[config.mk]
export PLATFORM = sky130hd
export DESIGN_NAME = icr_core
export DESIGN_NICKNAME = d
export VERILOG_FILES = /design/src/rtl/icr_pkg.sv /design/src/rtl/icr_buf2.sv /design/src/rtl/icr_core.sv
export SDC_FILE = /design/constraint.sdc
export NUM_CORES = 1
export LEC_CHECK = 0
export ABC_AREA = 1
export BUFFER_PORTS_ARGS = -buffer_cell sky130_fd_sc_hd__buf_2
export CORE_MARGIN = 1.5
export CORE_UTILIZATION = 45
export DETAILED_ROUTE_END_ITERATION = 8
export GPL_TIMING_DRIVEN = 0
export PLACE_DENSITY_LB_ADDON = 0.08
export SETUP_SLACK_MARGIN = 0.3
export SYNTH_ARGS = -nofsm -noshare
export SYNTH_HDL_FRONTEND = slang
export SYNTH_SLANG_ARGS = --single-unit
[constraint.sdc]
create_clock -name ref_clk_in -period 3.5 [get_ports ref_clk_in]
set_input_delay 0.7 -clock ref_clk_in [delete_from_list [all_inputs] [get_ports ref_clk_in]]
set_output_delay 0.7 -clock ref_clk_in [all_outputs]
set_load 0.02 [all_outputs]
[src/rtl/icr_pkg.sv]
// Purpose: Shared constants for the inductive conversion run control block.
// Assumes: Byte-wide registers on a four-wire serial bus, mode 0, MSB first.
// Notes: Offsets are byte addresses on the serial bus.
package icr_pkg;
  localparam logic [6:0] ICR_ADDR_LOSS_CFG = 7'h01;
  localparam logic [6:0] ICR_ADDR_TC_ONE = 7'h02;
  localparam logic [6:0] ICR_ADDR_TC_TWO = 7'h03;
  localparam logic [6:0] ICR_ADDR_DIG_CFG = 7'h04;
  localparam logic [6:0] ICR_ADDR_RUN_CTL = 7'h0b;
  localparam logic [6:0] ICR_ADDR_FLAGS = 7'h20;
  localparam logic [6:0] ICR_ADDR_LOSS_LO = 7'h21;
  localparam logic [6:0] ICR_ADDR_LOSS_HI = 7'h22;
  localparam logic [6:0] ICR_ADDR_IND_LO = 7'h23;
  localparam logic [6:0] ICR_ADDR_IND_HI = 7'h24;
  localparam logic [6:0] ICR_ADDR_RCNT_LO = 7'h30;
  localparam logic [6:0] ICR_ADDR_RCNT_HI = 7'h31;
  localparam logic [6:0] ICR_ADDR_FINE_B0 = 7'h38;
  localparam logic [6:0] ICR_ADDR_FINE_B1 = 7'h39;
  localparam logic [6:0] ICR_ADDR_FINE_B2 = 7'h3a;
  localparam logic [6:0] ICR_ADDR_FINE_FLAGS = 7'h3b;
  // Field positions
  localparam int ICR_FLAG_READY_BIT = 6;
  localparam int ICR_FINE_READY_BIT = 0;
  localparam logic [1:0] ICR_STATE_ACTIVE = 2'h0;
  localparam logic [1:0] ICR_STATE_SLEEP = 2'h1;
  // Reset values
  localparam logic [7:0] ICR_RUN_CTL_RST = 8'h01;
  localparam logic [7:0] ICR_CFG_RST = 8'h00;
  localparam logic [15:0] ICR_RCNT_RST = 16'h014a;
  // Conversion timing in reference clock cycles
  localparam int ICR_FINE_CYC_PER_UNIT = 16;
  localparam logic [7:0] ICR_FINE_POST_CYC = 8'd55;
  localparam logic [15:0] ICR_STD_CONV_CYC = 16'd333;
  localparam int ICR_READ_CMD_BIT = 7;
endpackage : icr_pkg

[src/rtl/icr_buf2.sv]
// Purpose: Two-entry valid/ready buffer for read bytes.
// Assumes: Single clock, source and sink on the same domain.
// Notes: Width is fixed at one byte, depth two.
`timescale 1ns/10ps
`default_nettype none
module icr_buf2 (
  input wire logic ref_clk_in,
  input wire logic rstn_in,
  input wire logic [7:0] in_data_in,
  input wire logic in_valid_in,
  output logic in_ready_out,
  output logic [7:0] out_data_out,
  output logic out_valid_out,
  input wire logic out_ready_in,
  input wire logic flush_in
);
  import icr_pkg::*;
  typedef struct packed {
    logic [1:0][7:0] mem;
    logic rd;
    logic wr;
    logic [1:0] cnt;
  } icr_buf_t;
  icr_buf_t s_r, s_nxt;
  logic push, pop;

  // Honest full and empty from the occupancy count
  assign in_ready_out = (s_r.cnt != 2'd2);
  assign out_valid_out = (s_r.cnt != 2'd0);
  assign out_data_out = s_r.mem[s_r.rd];
  assign push = in_valid_in && in_ready_out;
  assign pop = out_valid_out && out_ready_in;

  // Next state of the ring
  always_comb begin
    s_nxt = s_r;
    if (flush_in) begin
      s_nxt.cnt = 2'd0;
      s_nxt.rd = 1'b0;
      s_nxt.wr = 1'b0;
    end else begin
      if (push) begin
        s_nxt.mem[s_r.wr] = in_data_in;
        s_nxt.wr = ~s_r.wr;
      end
      if (pop) begin
        s_nxt.rd = ~s_r.rd;
      end
      s_nxt.cnt = 2'(s_r.cnt + {1'b0, push} - {1'b0, pop});
    end
  end

  // State register
  always_ff @(posedge ref_clk_in or negedge rstn_in) begin
    if (!rstn_in) begin
      s_r <= '0;
    end else begin
      s_r <= s_nxt;
    end
  end
endmodule : icr_buf2
`default_nettype wire

[src/rtl/icr_core.sv]
// Purpose: Run control, conversion timing and result readout over a serial bus.
// Assumes: Serial clock well below half of ref_clk_in; mode 0, MSB first.
// Notes: Conversion results come from the sensor front end as sample inputs.
`timescale 1ns/10ps
`default_nettype none
// Behaviour
// - Comes out of reset asleep, not converting, configuration writable.
// - Writing 0x00 to run control starts active conversion.
// - Standard ready flag sits at bit 6 of flags register 0x20.
// - Loss result: low byte 0x21, high byte 0x22.
// - Inductance result: low byte 0x23, high byte 0x24.
// - Both result pairs readable in one address-incrementing transaction.
// - Fine ready flag sits at bit 0 of register 0x3b.
// - Fine result in 0x38..0x3a, readable in one transaction.
// - Fine conversion lasts 16 cycles per count unit plus 55.
// - Reference count is 16 bits, low byte 0x30, high byte 0x31.
// - Standard and fine paths run on independent schedules.
// - Supports loss plus inductance, or inductance only on fine path.
// - Active device keeps converting; host repeats wait and read.
module icr_core (
  input wire logic ref_clk_in,
  input wire logic rstn_in,
  input wire logic sclk_in,
  input wire logic csn_in,
  input wire logic mosi_in,
  output logic miso_out,
  output logic miso_oe_out,
  output logic interrupt_out_n_out,
  input wire logic [15:0] loss_sample_in,
  input wire logic [15:0] induct_sample_in,
  input wire logic [23:0] fine_sample_in,
  output logic converting_out
);
  import icr_pkg::*;
  typedef enum logic [2:0] {
    ST_IDLE = 3'b000, ST_ADDR = 3'b001, ST_DATA = 3'b011, ST_DONE = 3'b010
  } icr_state_t;
  typedef struct packed {
    logic [2:0] sck_s; logic [1:0] csn_s; logic [1:0] mosi_s;
    icr_state_t st; logic [2:0] bits; logic [7:0] shin; logic [7:0] shout;
    logic rd; logic [6:0] addr; logic load; logic pend;
    logic [7:0] loss_cfg; logic [7:0] tc1; logic [7:0] tc2; logic [7:0] dig;
    logic [7:0] run; logic [15:0] rcnt;
    logic [15:0] std_cnt; logic [19:0] fine_cnt;
    logic [15:0] loss_res; logic [15:0] ind_res; logic [23:0] fine_res;
    logic [15:0] loss_snap; logic [15:0] ind_snap; logic [23:0] fine_snap;
    logic std_rdy_n; logic fine_rdy_n; logic rd_std; logic rd_fine;
    logic miso; logic oe; logic irq_n; logic conv;
  } icr_core_t;
  icr_core_t s_r, s_nxt;
  logic sck_rise, sck_fall, cs_act, active, fine_only;
  logic [7:0] rd_byte, buf_data;
  logic buf_in_ready, buf_valid, buf_pop, std_done, fine_done;
  logic [19:0] fine_len;

  // Second sync stage and beyond feed the edge logic only
  assign sck_rise = s_r.sck_s[1] && !s_r.sck_s[2];
  assign sck_fall = !s_r.sck_s[1] && s_r.sck_s[2];
  assign cs_act = !s_r.csn_s[1];
  // Active when run code is zero
  assign active = (s_r.run[1:0] == ICR_STATE_ACTIVE);
  // Inductance-only when bit 7 of the loss configuration is set
  assign fine_only = s_r.loss_cfg[7];
  // Length 16 per count unit plus post-processing
  assign fine_len = 20'(s_r.rcnt * ICR_FINE_CYC_PER_UNIT) + 20'(ICR_FINE_POST_CYC);
  assign std_done = active && !fine_only && (s_r.std_cnt == ICR_STD_CONV_CYC - 16'd1);
  assign fine_done = active && (s_r.fine_cnt >= fine_len - 20'd1);

  // Register read mux, results from the transaction snapshot
  always_comb begin
    rd_byte = 8'h00;
    case (s_r.addr)
      ICR_ADDR_LOSS_CFG: rd_byte = s_r.loss_cfg;
      ICR_ADDR_TC_ONE: rd_byte = s_r.tc1;
      ICR_ADDR_TC_TWO: rd_byte = s_r.tc2;
      ICR_ADDR_DIG_CFG: rd_byte = s_r.dig;
      ICR_ADDR_RUN_CTL: rd_byte = s_r.run;
      ICR_ADDR_FLAGS: rd_byte = 8'(s_r.std_rdy_n) << ICR_FLAG_READY_BIT;
      ICR_ADDR_LOSS_LO: rd_byte = s_r.loss_snap[7:0];
      ICR_ADDR_LOSS_HI: rd_byte = s_r.loss_snap[15:8];
      ICR_ADDR_IND_LO: rd_byte = s_r.ind_snap[7:0];
      ICR_ADDR_IND_HI: rd_byte = s_r.ind_snap[15:8];
      ICR_ADDR_RCNT_LO: rd_byte = s_r.rcnt[7:0];
      ICR_ADDR_RCNT_HI: rd_byte = s_r.rcnt[15:8];
      ICR_ADDR_FINE_B0: rd_byte = s_r.fine_snap[7:0];
      ICR_ADDR_FINE_B1: rd_byte = s_r.fine_snap[15:8];
      ICR_ADDR_FINE_B2: rd_byte = s_r.fine_snap[23:16];
      ICR_ADDR_FINE_FLAGS: rd_byte = 8'(s_r.fine_rdy_n) << ICR_FINE_READY_BIT;
      default: rd_byte = 8'h00;
    endcase
  end

  // Read bytes pass the buffer; the shifter pops one at each byte start
  assign buf_pop = s_r.load;

  icr_buf2 u_buf (
    .ref_clk_in(ref_clk_in),
    .rstn_in(rstn_in),
    .in_data_in(rd_byte),
    .in_valid_in(s_r.pend),
    .in_ready_out(buf_in_ready),
    .out_data_out(buf_data),
    .out_valid_out(buf_valid),
    .out_ready_in(buf_pop),
    .flush_in(!cs_act)
  );

  // Whole next state
  always_comb begin
    s_nxt = s_r;
    s_nxt.sck_s = {s_r.sck_s[1:0], sclk_in};
    s_nxt.csn_s = {s_r.csn_s[0], csn_in};
    s_nxt.mosi_s = {s_r.mosi_s[0], mosi_in};
    s_nxt.load = 1'b0;
    // One fetch per byte boundary, so the byte is buffered before the next fall
    s_nxt.pend = 1'b0;
    // Standard path counter on its own period
    if (active && !fine_only) begin
      s_nxt.std_cnt = std_done ? 16'd0 : s_r.std_cnt + 16'd1;
    end else begin
      s_nxt.std_cnt = 16'd0;
    end
    if (active) begin
      s_nxt.fine_cnt = fine_done ? 20'd0 : s_r.fine_cnt + 20'd1;
    end else begin
      s_nxt.fine_cnt = 20'd0;
    end
    // Reading a result clears its flag once the frame ends
    if (s_r.rd_std && !cs_act) s_nxt.std_rdy_n = 1'b1;
    if (s_r.rd_fine && !cs_act) s_nxt.fine_rdy_n = 1'b1;
    // Completion sets the flag, winning over a read clear
    if (std_done) begin
      s_nxt.loss_res = loss_sample_in;
      s_nxt.ind_res = induct_sample_in;
      s_nxt.std_rdy_n = 1'b0;
    end
    if (fine_done) begin
      s_nxt.fine_res = fine_sample_in;
      s_nxt.fine_rdy_n = 1'b0;
    end
    // Interrupt pin low while any result waits
    s_nxt.irq_n = s_nxt.std_rdy_n && s_nxt.fine_rdy_n;
    s_nxt.conv = active;
    if (!cs_act) begin
      s_nxt.st = ST_IDLE;
      s_nxt.oe = 1'b0;
      s_nxt.miso = 1'b0;
      // Clear flags only when the transaction ends
      s_nxt.rd_std = 1'b0;
      s_nxt.rd_fine = 1'b0;
    end else begin
      if (s_r.st == ST_IDLE) begin
        s_nxt.loss_snap = s_r.loss_res;
        s_nxt.ind_snap = s_r.ind_res;
        s_nxt.fine_snap = s_r.fine_res;
        s_nxt.st = ST_ADDR;
        s_nxt.bits = 3'd0;
        s_nxt.oe = 1'b1;
      end
      if (sck_rise && s_r.st != ST_IDLE) begin
        s_nxt.shin = {s_r.shin[6:0], s_r.mosi_s[1]};
        s_nxt.bits = s_r.bits + 3'd1;
        if (s_r.bits == 3'd7) begin
          if (s_r.st == ST_ADDR) begin
            s_nxt.rd = s_r.shin[6];
            s_nxt.pend = s_r.shin[6];
            s_nxt.addr = s_r.shin[5:0] == 6'h00 ? {s_r.shin[5:0], s_r.mosi_s[1]}
                                                : {s_r.shin[5:0], s_r.mosi_s[1]};
            s_nxt.st = ST_DATA;
          end else begin
            // Writes only land while asleep except run control
            if (!s_r.rd) begin
              case (s_r.addr)
                ICR_ADDR_LOSS_CFG: if (!active) s_nxt.loss_cfg = {s_r.shin[6:0], s_r.mosi_s[1]};
                ICR_ADDR_TC_ONE: if (!active) s_nxt.tc1 = {s_r.shin[6:0], s_r.mosi_s[1]};
                ICR_ADDR_TC_TWO: if (!active) s_nxt.tc2 = {s_r.shin[6:0], s_r.mosi_s[1]};
                ICR_ADDR_DIG_CFG: if (!active) s_nxt.dig = {s_r.shin[6:0], s_r.mosi_s[1]};
                ICR_ADDR_RUN_CTL: s_nxt.run = {s_r.shin[6:0], s_r.mosi_s[1]};
                ICR_ADDR_RCNT_LO: if (!active) s_nxt.rcnt[7:0] = {s_r.shin[6:0], s_r.mosi_s[1]};
                ICR_ADDR_RCNT_HI: if (!active) s_nxt.rcnt[15:8] = {s_r.shin[6:0], s_r.mosi_s[1]};
                default: ;
              endcase
            end else begin
              if (s_r.addr >= ICR_ADDR_LOSS_LO && s_r.addr <= ICR_ADDR_IND_HI)
                s_nxt.rd_std = 1'b1;
              if (s_r.addr >= ICR_ADDR_FINE_B0 && s_r.addr <= ICR_ADDR_FINE_B2)
                s_nxt.rd_fine = 1'b1;
            end
            s_nxt.addr = s_r.addr + 7'd1;
            s_nxt.pend = s_r.rd;
          end
        end
      end
      // Output shifting on falling edge
      if (sck_fall && s_r.st == ST_DATA) begin
        if (s_r.bits == 3'd0 && buf_valid) begin
          s_nxt.shout = {buf_data[6:0], 1'b0};
          s_nxt.miso = buf_data[7];
          s_nxt.load = 1'b1;
        end else begin
          s_nxt.shout = {s_r.shout[6:0], 1'b0};
          s_nxt.miso = s_r.shout[7];
        end
      end
    end
  end

  // State register, sleep on reset
  always_ff @(posedge ref_clk_in or negedge rstn_in) begin
    if (!rstn_in) begin
      s_r <= '0;
      s_r.sck_s <= 3'b000;
      s_r.csn_s <= 2'b11;
      s_r.run <= ICR_RUN_CTL_RST;
      s_r.rcnt <= ICR_RCNT_RST;
      s_r.loss_cfg <= ICR_CFG_RST;
      s_r.std_rdy_n <= 1'b1;
      s_r.fine_rdy_n <= 1'b1;
      s_r.irq_n <= 1'b1;
    end else begin
      s_r <= s_nxt;
    end
  end

  assign miso_out = s_r.miso;
  assign miso_oe_out = s_r.oe;
  assign interrupt_out_n_out = s_r.irq_n;
  assign converting_out = s_r.conv;

  property p_sleep_idle;
    @(posedge ref_clk_in) disable iff (!rstn_in)
      !active |-> ##1 (s_r.fine_cnt == 20'd0 && s_r.std_cnt == 16'd0);
  endproperty
  a_sleep_idle: assert property (p_sleep_idle) else $error("counter ran while asleep");
  // Run code zero gives converting output
  property p_active_out;
    @(posedge ref_clk_in) disable iff (!rstn_in) active |=> converting_out;
  endproperty
  a_active_out: assert property (p_active_out) else $error("converting not shown");
  // Fine completion sets the flag low next cycle
  property p_fine_flag;
    @(posedge ref_clk_in) disable iff (!rstn_in) fine_done |=> !s_r.fine_rdy_n;
  endproperty
  a_fine_flag: assert property (p_fine_flag) else $error("fine flag not set");
  property p_std_flag;
    @(posedge ref_clk_in) disable iff (!rstn_in) std_done |=> !s_r.std_rdy_n;
  endproperty
  a_std_flag: assert property (p_std_flag) else $error("std flag not set");
  property p_fine_len;
    @(posedge ref_clk_in) disable iff (!rstn_in) active |-> s_r.fine_cnt < fine_len;
  endproperty
  a_fine_len: assert property (p_fine_len) else $error("fine length exceeded");
  property p_irq;
    @(posedge ref_clk_in) disable iff (!rstn_in)
      (!s_r.std_rdy_n || !s_r.fine_rdy_n) |-> !interrupt_out_n_out;
  endproperty
  a_irq: assert property (p_irq) else $error("interrupt not low");
  property p_snap;
    @(posedge ref_clk_in) disable iff (!rstn_in)
      (s_r.st != ST_IDLE && cs_act) |=> $stable(s_r.fine_snap) || !cs_act;
  endproperty
  a_snap: assert property (p_snap) else $error("snapshot moved");
  // Fine flag goes high after a read once the frame ends, unless a completion lands
  property p_clear;
    @(posedge ref_clk_in) disable iff (!rstn_in)
      (s_r.rd_fine && !cs_act && !fine_done) |=> s_r.fine_rdy_n;
  endproperty
  a_clear: assert property (p_clear) else $error("flag not cleared");
  property p_only;
    @(posedge ref_clk_in) disable iff (!rstn_in) fine_only |-> !std_done;
  endproperty
  a_only: assert property (p_only) else $error("std path ran");
  c_fine: cover property (@(posedge ref_clk_in) fine_done);
  c_std: cover property (@(posedge ref_clk_in) std_done);
  c_read: cover property (@(posedge ref_clk_in) s_r.rd_std && !cs_act);
endmodule : icr_core
`default_nettype wire

; Yosys cells after proc, flatten, opt, wreduce, memory -nomap -nowiden
; Cells that the tools add are included.
[word_totals]
register_bits = 271
input_bits = 61
output_inout_bits = 4
wordCells = 187
[op_classes]
addsub = 8
order_cmp = 8
eq_ne = 22
mux = 55
bitwise = 6
reduce_logical = 49
[op_table]
columns = operator, count
row1 = 8-bit 2-to-1 mux, 17
row2 = 8-bit case mux with 16 select lines, 1
row3 = 57-bit 2-to-1 mux, 2
row4 = 56-bit 2-to-1 mux, 2
row5 = "7-bit by 6-bit equality test with 1-bit output, second input constant", 11
row6 = 58-bit 2-to-1 mux, 1
row7 = 7-bit AND reduction, 6
row8 = 20-bit 2-to-1 mux, 2
row9 = 16-bit 2-to-1 mux, 2
row10 = 2-bit nonzero test, 11
row11 = "20-bit by 1-bit adder with 20-bit output, second input constant", 1
row12 = "20-bit by 6-bit adder with 20-bit output, second input constant", 1
row13 = 20-bit >= comparator, 1
row14 = "20-bit by 1-bit subtractor with 20-bit output, second input constant", 1
row15 = "16-bit by 1-bit adder with 16-bit output, second input constant", 1
row16 = 16-bit bitwise mux, 1
row17 = "16-bit by 9-bit equality test with 1-bit output, second input constant", 1
row18 = 1-bit logical AND, 16
row19 = "7-bit by 2-bit equality test with 1-bit output, second input constant", 2
row20 = "7-bit by 6-bit >= comparator with 1-bit output, second input constant", 2
row21 = "7-bit by 6-bit less-or-equal comparator with 1-bit output, second input constant", 2
row22 = 1-bit 2-to-1 mux, 14
row23 = 14-bit 2-to-1 mux, 1
row24 = 2-bit AND reduction, 5
row25 = other kinds (27), 44

; Depth between registers and ports, before layout
; Gate-level depths: netlist of the first run.
[depth]
word_depth = 8
ltp_mapped = 22
mapped_depth_nobuf = 21

; Modules after synthesis
; A second synthesis of the first run with hierarchy kept.
[unflattened]
cells_unflattened = 1546
hier_area_um2 = 12903.6
[by_module_without_submodules]
columns = mod, instances, cells_per_inst, area_each_um2, seq_area_each_um2
row1 = icr_core, 1, 1418, 11860.1, 6243.5
row2 = icr_buf2, 1, 128, 1043.5, 500.5

; Worst setup path before layout of the first run
; OpenSTA, ideal clock, no wires.
[synth_timing]
path_type = register -> register
startpoint = register s_r[157] (netlist bit)
endpoint = register s_r[67] (netlist bit)
setup_ns = 0.117
arrival_ns = 2.847
required_time_ns = 3.383
path_slack_ns = 0.536
stages_incl_launch_ff = 22
n_path_buf = 1
synth_period_minus_slack_ns = 2.964
cell_sequence = dfstp_2 -> inv_1 -> ha_1 -> nor2_1 -> nand3_1 -> nor2_1 -> nand3_1 -> nor2_1 -> nand3_1 -> nand2_1 -> inv_1 -> ha_1 -> nand2_1 -> nor2_1 -> nand2_1 -> inv_1 -> nand4_1 -> nand3_1 -> nand2_1 -> clkbuf_1 -> nand2_1 -> nand2_1
[synth_via]
elab_chain_cells = 4
[synth_rtl]
columns = item, line
row1 = from (decl), icr_core.sv:50  ; icr_core_t s_r, s_nxt;
row2 = from (signal assigned), icr_core.sv:221  ; s_r <= s_nxt;
row3 = 20-bit by 6-bit adder with 20-bit output, icr_core.sv:65  ; assign fine_len = 20'(s_r.rcnt * ICR_FINE_CYC_PER_UNIT) + 20'(ICR_FINE_POST_CYC);
row4 = 20-bit by 1-bit subtractor with 20-bit output, icr_core.sv:67  ; assign fine_done = active && (s_r.fine_cnt >= fine_len - 20'd1);
row5 = 20-bit >= comparator, icr_core.sv:67
row6 = 1-bit logical AND, icr_core.sv:67
; No other way between the ends.
; A chain may end at the register's enable or synchronous reset.

; Final worst setup path of the first run
[layout_timing]
startpoint = register s_r[157] (netlist bit)
endpoint = register s_r[86] (netlist bit)
; The elaborated chain is that of the path after synthesis.

==> run summary, run 1 <==
final hold slack - 0.05522 ns
actual slew at the worst max-slew pin - 1.264 ns
worst-path cell chain - inv_1 -> ha_4 -> nor2_4 -> nand3_2 -> nor2_4 -> nand3_2 -> nor2_2 -> nand3_1 -> nand2_1 -> inv_1 -> ha_1 -> nand2_1 -> nor2_2 -> nand2_2 -> inv_2 -> nand4_1 -> nand3_4 -> nand2_8 -> clkbuf_16 -> nand2_1 -> nand2_1
Achievable Freq - 0.3354 GHz
CP max stage delay - 0.54 ns
Total GRT Usage - 22.92%
CP startpoint kind - flip-flop
Num CTS Buffers - 31
crit-path max FO - 7
first-pass GRT wire length - 53,710 um
Net count, final - 1,826
critical path's slowest cell - dfstp_2
max-slew violations - 0
pin count of the biggest net entering global routing - 119
CP Buf/Inv Count - 4
syn avg cell area - 7.915 um^2
number of placed instances, taps included - 2,075
IO Count - 65
Pwr Total - 0.006856 W
Seq/Total Area, Yosys - 52.24%
period utilisation layout - 85.19%
CTS Hold Bufs - 0
run status - finished clean
Synth area leaders - dfrtp_1 50%, nand2_1 18%, nand3_1 6.1%, o21ai_0 4.5%, nor2_1 4.1%
top cells by count, synth - 620 x nand2_1, 259 x dfrtp_1, 158 x nand3_1, 142 x nor2_1, 117 x o21ai_0
Layout area overhead - 16.25%
initial antenna violation count - 0
GR Overflow Total - 0
Clock Tree Root - clkbuf_16
WP data arrival - 3.44 ns
RSZ-0062 raised after global routing - false
antenna cells - 0
Cells after Synth - 1,631
Synth top area share - 50.21%
delay-heaviest family, CP - simple AND/OR/NAND/NOR gates
crit-path most repeated cell - nand2_1
pre-CTS setup slack - -0.3131 ns
Final ANT Viol Nets - 0
vias per inst - 5.038
Hold Fails Final Rpt - 0
number of synthesized register bits - 269
Net Count, Synth - 1,722
Pleak - 7.460 nW
count leader, synth - nand2_1
DR vias - 10,767
worst clock skew - 0.02477 ns
Die Span Y - 172.4 um
element type at the critical path end - flip-flop
DR WL/cell - 15.19 um
maximum VDD drop - 0.4325 mV
Setup violations, final - 0
Setup TNS Final - 0 ns
Mapped Area - 12,910 um^2
Placer Congestion - 0.9136
CTS tree - built
crit path time final - 2.981 ns
clock slew at reported path FFs - 0.06 ns
Starting Density - 46.08%
Post-DP HPWL - 23,530 um
H-tree Lvls - 1
Die X - 172.4 um
Rel. slew slack - 15.40%
layout cell share with drive strength beyond 1 - 10.18%
Fillers - 2,732
data required time of the worst path - 3.96 ns
Synth warnings - 0
die area - 29,710 um^2
top_reg_cell synth - dfrtp_1
post-synth top area cell - dfrtp_1
clk sinks - 269
max cap viols - 0
FFs w/ async S/R, synth - 100.0%
Residual DRC - 0
1st-iter DRT viols - 635
final worst slack - 0.5185 ns
Core Area - 28,010 um^2
Yosys cell types - 34
Cell Pwr Density - 456.9 nW/um^2
# port buffers - 64
final WL - 32,470 um
final instance count without filler cells - 2,137
vias in the first global route - 10,292
Worst-Skew Late Latency - 0.57 ns
detailed-router iteration count before antenna repair - 5
CTS max path bufs - 3
num rows - 61
number of flops mapped to enable cells by yosys - 0
CP Class - reg2reg
hold crit path type - in2async
## sequential cells by signal, summed over array words and instances (netlist names)
signal,flops
buf_pop,1
converting_out,1
fine_only,1
interrupt_out_n_out,1
miso_oe_out,1
miso_out,1
s_nxt,4
s_r,239
u_buf.s_r,20
## layer usage
metal  track usage (%)  up-vias  share of wire (%)
li1                  -     5410                  -
met1             33.54     5085                 49
met2             35.61      223                 44
met3             3.685       49                5.0
met4             5.331        0                2.1
met5                 0        -                  0
## repair_timing
| item | in CTS | in global routing |
|---|---|---|
| buffers inserted | 1 | 2 |
| pin swaps | 1 | 6 |
| gates resized for setup | 15 | 23 |
| gates cloned | 0 | 2 |
| endpoints found under the setup margin | 46 | 46 |
## metrics by stage
| step | instance area [um^2] | util (%) |
|---|---|---|
| global route | 15010 | 53.58 |
| detailed placement | 13770 | 49.15 |
| finish | 15010 | 53.58 |
| floorplan | 12910 | - |
| global placement | 13700 | 48.92 |
| CTS | 14860 | 53.04 |
## kinds of logic after synthesis
logic type | count (synthesis) | synth area share [%]
fa+ha+maj | 30 | 2.908
buf+inv | 177 | 5.534
compound gates | 151 | 6.126
xor+xnor | 41 | 2.782
simple gates | 963 | 30.41
flops | 269 | 52.24
## power breakdown
| group | internal (W) | switching (W) | leakage (nW) |
|---|---|---|---|
| Combinational | 0.0000891 | 0.000236 | 3.73 |
| Clock | 0.00198 | 0.00128 | 0.515 |
| Sequential | 0.00322 | 0.0000580 | 3.22 |
| Total | 0.00529 | 0.00157 | 7.46 |
## area by class of cell
type	instances	area (um^2)	share of cell area, %
sequential	269	6744	44.94
tap	378	473.0	3.152
inverter	122	457.9	3.052
timing repair buffer	71	470.5	3.135
multi-input combinational	1185	5532	36.86
clock buffer	48	939.7	6.261
clock inverter	9	101.3	0.6753
buffer	55	289.0	1.926
## placed cells by master, fill, tap and decap left out, drive strengths merged
| cell type | Yosys | final |
|---|---|---|
| buf | 16 | 88 |
| a21oi | 16 | 16 |
| a31o | 1 | 1 |
| inv | 118 | 119 |
| ha | 30 | 30 |
| nor4 | 3 | 3 |
| nor3b | 2 | 2 |
| o41ai | 1 | 1 |
| o211ai | 3 | 3 |
| nor2 | 146 | 146 |
| or2 | 1 | 1 |
| dfstp | 10 | 10 |
| dfrtp | 259 | 259 |
| bufinv | 0 | 2 |
| o21bai | 2 | 2 |
| nand2 | 620 | 620 |
| clkinv | 4 | 9 |
| nand3 | 158 | 158 |
| clkbuf | 39 | 86 |
| xor2 | 30 | 30 |
| nand4 | 15 | 15 |
| clkinvlp | 0 | 1 |
| o21ai | 117 | 117 |
| o22ai | 2 | 2 |
| a31oi | 8 | 8 |
| a21o | 1 | 1 |
| xnor2 | 11 | 11 |
| nor3 | 18 | 18 |
## final timing paths
check	start	endpoint	slack, ns	cells after the start
setup / recovery	s_r[157]$_DFFE_PN1P_	s_r[86]$_DFFE_PN0P_	0.52	21
hold / removal	rstn_in	s_r[13]$_DFFE_PN0P_	0.06	1
min in group ref_clk_in	csn_in	s_nxt[247]$_DFF_PN1_	0.23	1
max in group asynchronous	rstn_in	s_r[61]$_DFFE_PN0P_	2.52	2
hold reg to reg	s_nxt[245]$_DFF_PN0_	s_r[245]$_DFF_PN0_	0.34	0
setup reg to reg	s_r[157]$_DFFE_PN1P_	s_r[86]$_DFFE_PN0P_	0.52	21
No activity file was read; power rests on OpenSTA's default activity.
==> run 2: changes to the inputs <==
- CORE_UTILIZATION: 45 -> 60
==> run 2 against run 1 <==
  * Worst setup slack worse by 0.052 ns
  * Sequential share of layout area is 0.34 points higher
  * Clock skew is 0.0013 ns lower
  * Clock power hardly changed
  * Design area is 0.74% lower
  * Largest power group unchanged
==> run summary, run 2 (same netlist as run 1, synthesis figures left out) <==
Post-DP HPWL - 22,530 um (-4.2%)
Residual DRC - 0 (unchanged)
Final ANT Viol Nets - 0 (unchanged)
layout cell share with drive strength beyond 1 - 10.48% (+0.30 points)
worst-path cell chain - inv_2 -> ha_4 -> nor2_4 -> nand3_4 -> nor2_4 -> nand3_2 -> nor2_2 -> nand3_1 -> nand2_1 -> inv_2 -> ha_4 -> nand2_2 -> nor2_4 -> nand2_1 -> inv_2 -> nand4_1 -> nand3_4 -> nand2_8 -> clkbuf_16 -> nand2_1 -> nand2_1
max-slew violations - 0 (unchanged)
Core Area - 21,090 um^2 (-25%)
r2r endpoint - s_r[69]$_DFFE_PN0P_
vias in the first global route - 10,679 (+3.8%)
crit-path max FO - 7 (unchanged)
Setup violations, final - 0 (unchanged)
Die Span Y - 149.7 um (-13%)
Starting Density - 61.21% (+15 points)
CP Buf/Inv Count - 4 (unchanged)
flip-flop and latch area - 6744 um^2 (unchanged)
num rows - 53 (-13%)
detailed-router iteration count before antenna repair - 7 (+2)
RSZ-0062 raised after global routing - false
data required time of the worst path - 3.94 ns (-0.02 ns)
Fillers - 1,705 (-38%)
H-tree Lvls - 1 (unchanged)
max FFs per register - 239 (unchanged)
CP max stage delay - 0.56 ns (+0.02 ns)
Layout area overhead - 15.39%
crit path time final - 3.033 ns (+0.05192 ns)
run status - finished clean
DR vias - 11,142 (+3.5%)
die area - 22,400 um^2 (-25%)
pre-CTS setup slack - -0.3109 ns (+0.002178 ns)
R2R Setup Slk - 0.47 ns (-0.05 ns)
element type at the critical path end - flip-flop
clock slew at reported path FFs - 0.07 ns (about the same)
critical path's slowest cell - dfstp_2
most frequent cells in the layout - 618 x nand2_1, 259 x dfrtp_1, 155 x nand3_1
final hold slack - 0.02907 ns (-0.02615 ns)
Pleak - 7.441 nW (-0.25%)
hold crit path type - in2async
DR WL/cell - 15.78 um (+3.9%)
CTS tree - built
FF-to-FF Start - s_r[157]$_DFFE_PN1P_
CTS max path bufs - 3 (unchanged)
vias per inst - 5.483 (+8.8%)
actual slew at the worst max-slew pin - 1.263 ns (-0.001191 ns)
delay-heaviest family, CP - simple AND/OR/NAND/NOR gates
period utilisation layout - 86.67% (+1.5 points)
Worst-Skew Late Latency - 0.55 ns (-0.02 ns)
GR Overflow Total - 0 (unchanged)
final worst slack - 0.4666 ns (-0.05192 ns)
Achievable Freq - 0.3297 GHz (-1.7%)
# port buffers - 64 (unchanged)
clk sinks - 269 (unchanged)
Clock Tree Root - clkbuf_16
crit-path most repeated cell - nand2_1
CP startpoint kind - flip-flop
WP data arrival - 3.48 ns (+0.04 ns)
Setup TNS Final - 0 ns (unchanged)
area of the multi-input gates - 5577 um^2 (+0.81%)
IO Count - 65 (unchanged)
max cap viols - 0 (unchanged)
Cell Pwr Density - 459.0 nW/um^2 (+0.47%)
1st-iter DRT viols - 791 (+25%)
CP Class - reg2reg
CTS Hold Bufs - 0 (unchanged)
Num CTS Buffers - 28 (-9.7%)
initial antenna violation count - 1 (+1)
Reg2Reg Depth - 21 (unchanged)
commonest non-fill, non-tap cell in the layout - nand2_1
Hold Fails Final Rpt - 0 (unchanged)
Rel. slew slack - 15.48% (+0.080 points)
maximum VDD drop - 0.3679 mV (-15%)
Die X - 149.7 um (-13%)
worst clock skew - 0.02350 ns (-0.001279 ns)
first-pass GRT wire length - 52,530 um (-2.2%)
Biggest register - s_r
Total GRT Usage - 29.37% (+6.5 points)
pin count of the biggest net entering global routing - 118 (-0.84%)
Net count, final - 1,825 (-0.055%)
Placer Congestion - 0.9276 (+1.5%)
final WL - 32,070 um (-1.2%)
[run 2: changes by cell type in the layout (fill, tap and decap cells not counted), moves of 3 or more]
cell	change
clkbuf_1	-4
clkinvlp_4	+3
bufinv_16	+3
clkbuf_8	-4
clkbuf_16	-3
[run 2: what timing repair did]
| item | 4_1_cts | 5_1_grt |
|---|---|---|
| cloned | 0 | 3 |
| buffers inserted | 0 | 4 |
| hold endpoints to repair | 0 | 0 |
| gates resized for setup | 21 | 21 |
| endpoints found under the setup margin | 46 | 46 |
| pin swaps | 3 | 9 |
[run 2: report_power, final]
part           internal (W)  total, W  leakage (nW)  switching, W
Combinational     0.0000892  0.000327          3.73      0.000238
Sequential          0.00322   0.00328          3.22     0.0000603
Clock               0.00197   0.00323         0.489       0.00127
Total               0.00527   0.00684          7.44       0.00156
[run 2: how the worst max path moves through the flow]
| stage | start | endpoint | slack, ns | depth (start not counted) |
|---|---|---|---|---|
| final | s_r[157]$_DFFE_PN1P_ | s_r[69]$_DFFE_PN0P_ | 0.47 | 21 |
| after global routing | s_r[157]$_DFFE_PN1P_ | s_r[69]$_DFFE_PN0P_ | 0.25 | 19 |
| after global placement | rstn_in | s_r[151]$_DFF_PN0_ | -3.09 | 1 |
| after detailed placement | s_r[157]$_DFFE_PN1P_ | s_r[86]$_DFFE_PN0P_ | -0.31 | 21 |
| after floorplan | s_r[157]$_DFFE_PN1P_ | s_r[67]$_DFFE_PN0P_ | 0.54 | 21 |
| after CTS | s_r[157]$_DFFE_PN1P_ | s_r[76]$_DFFE_PN0P_ | 0.29 | 21 |
[run 2: stage by stage]
stage	total power, W	utilization (%)	cells	instance area [um^2]
2_1_floorplan	0.003465	-	1631	12910
3_3_place_gp	0.003640	64.36	1970	13570
5_1_grt	0.007071	70.64	2032	14900
3_5_place_dp	0.003660	64.67	1972	13640
6_report	0.006837	70.64	2032	14900
4_1_cts	0.006873	69.80	2024	14720
[run 2: cell type report]
class,instances,area share (%)
plain buffers,55,1.940
well taps,275,2.310
repair buffers,72,3.125
diodes,1,0.01680
clock buffers,37,5.334
multi-input cells,1186,37.44
clock inverters,15,1.487
inverters,122,3.074
flip-flops and latches,269,45.28
[run 2: per-layer routing]
layer | vias up | global-route usage, % | routed length [um]
met3 | 71 | 4.421 | 1947
met4 | 0 | 10.00 | 1002
met5 | - | 0 | 0
met1 | 5293 | 41.82 | 14480
met2 | 361 | 46.29 | 14630
li1 | 5417 | - | -
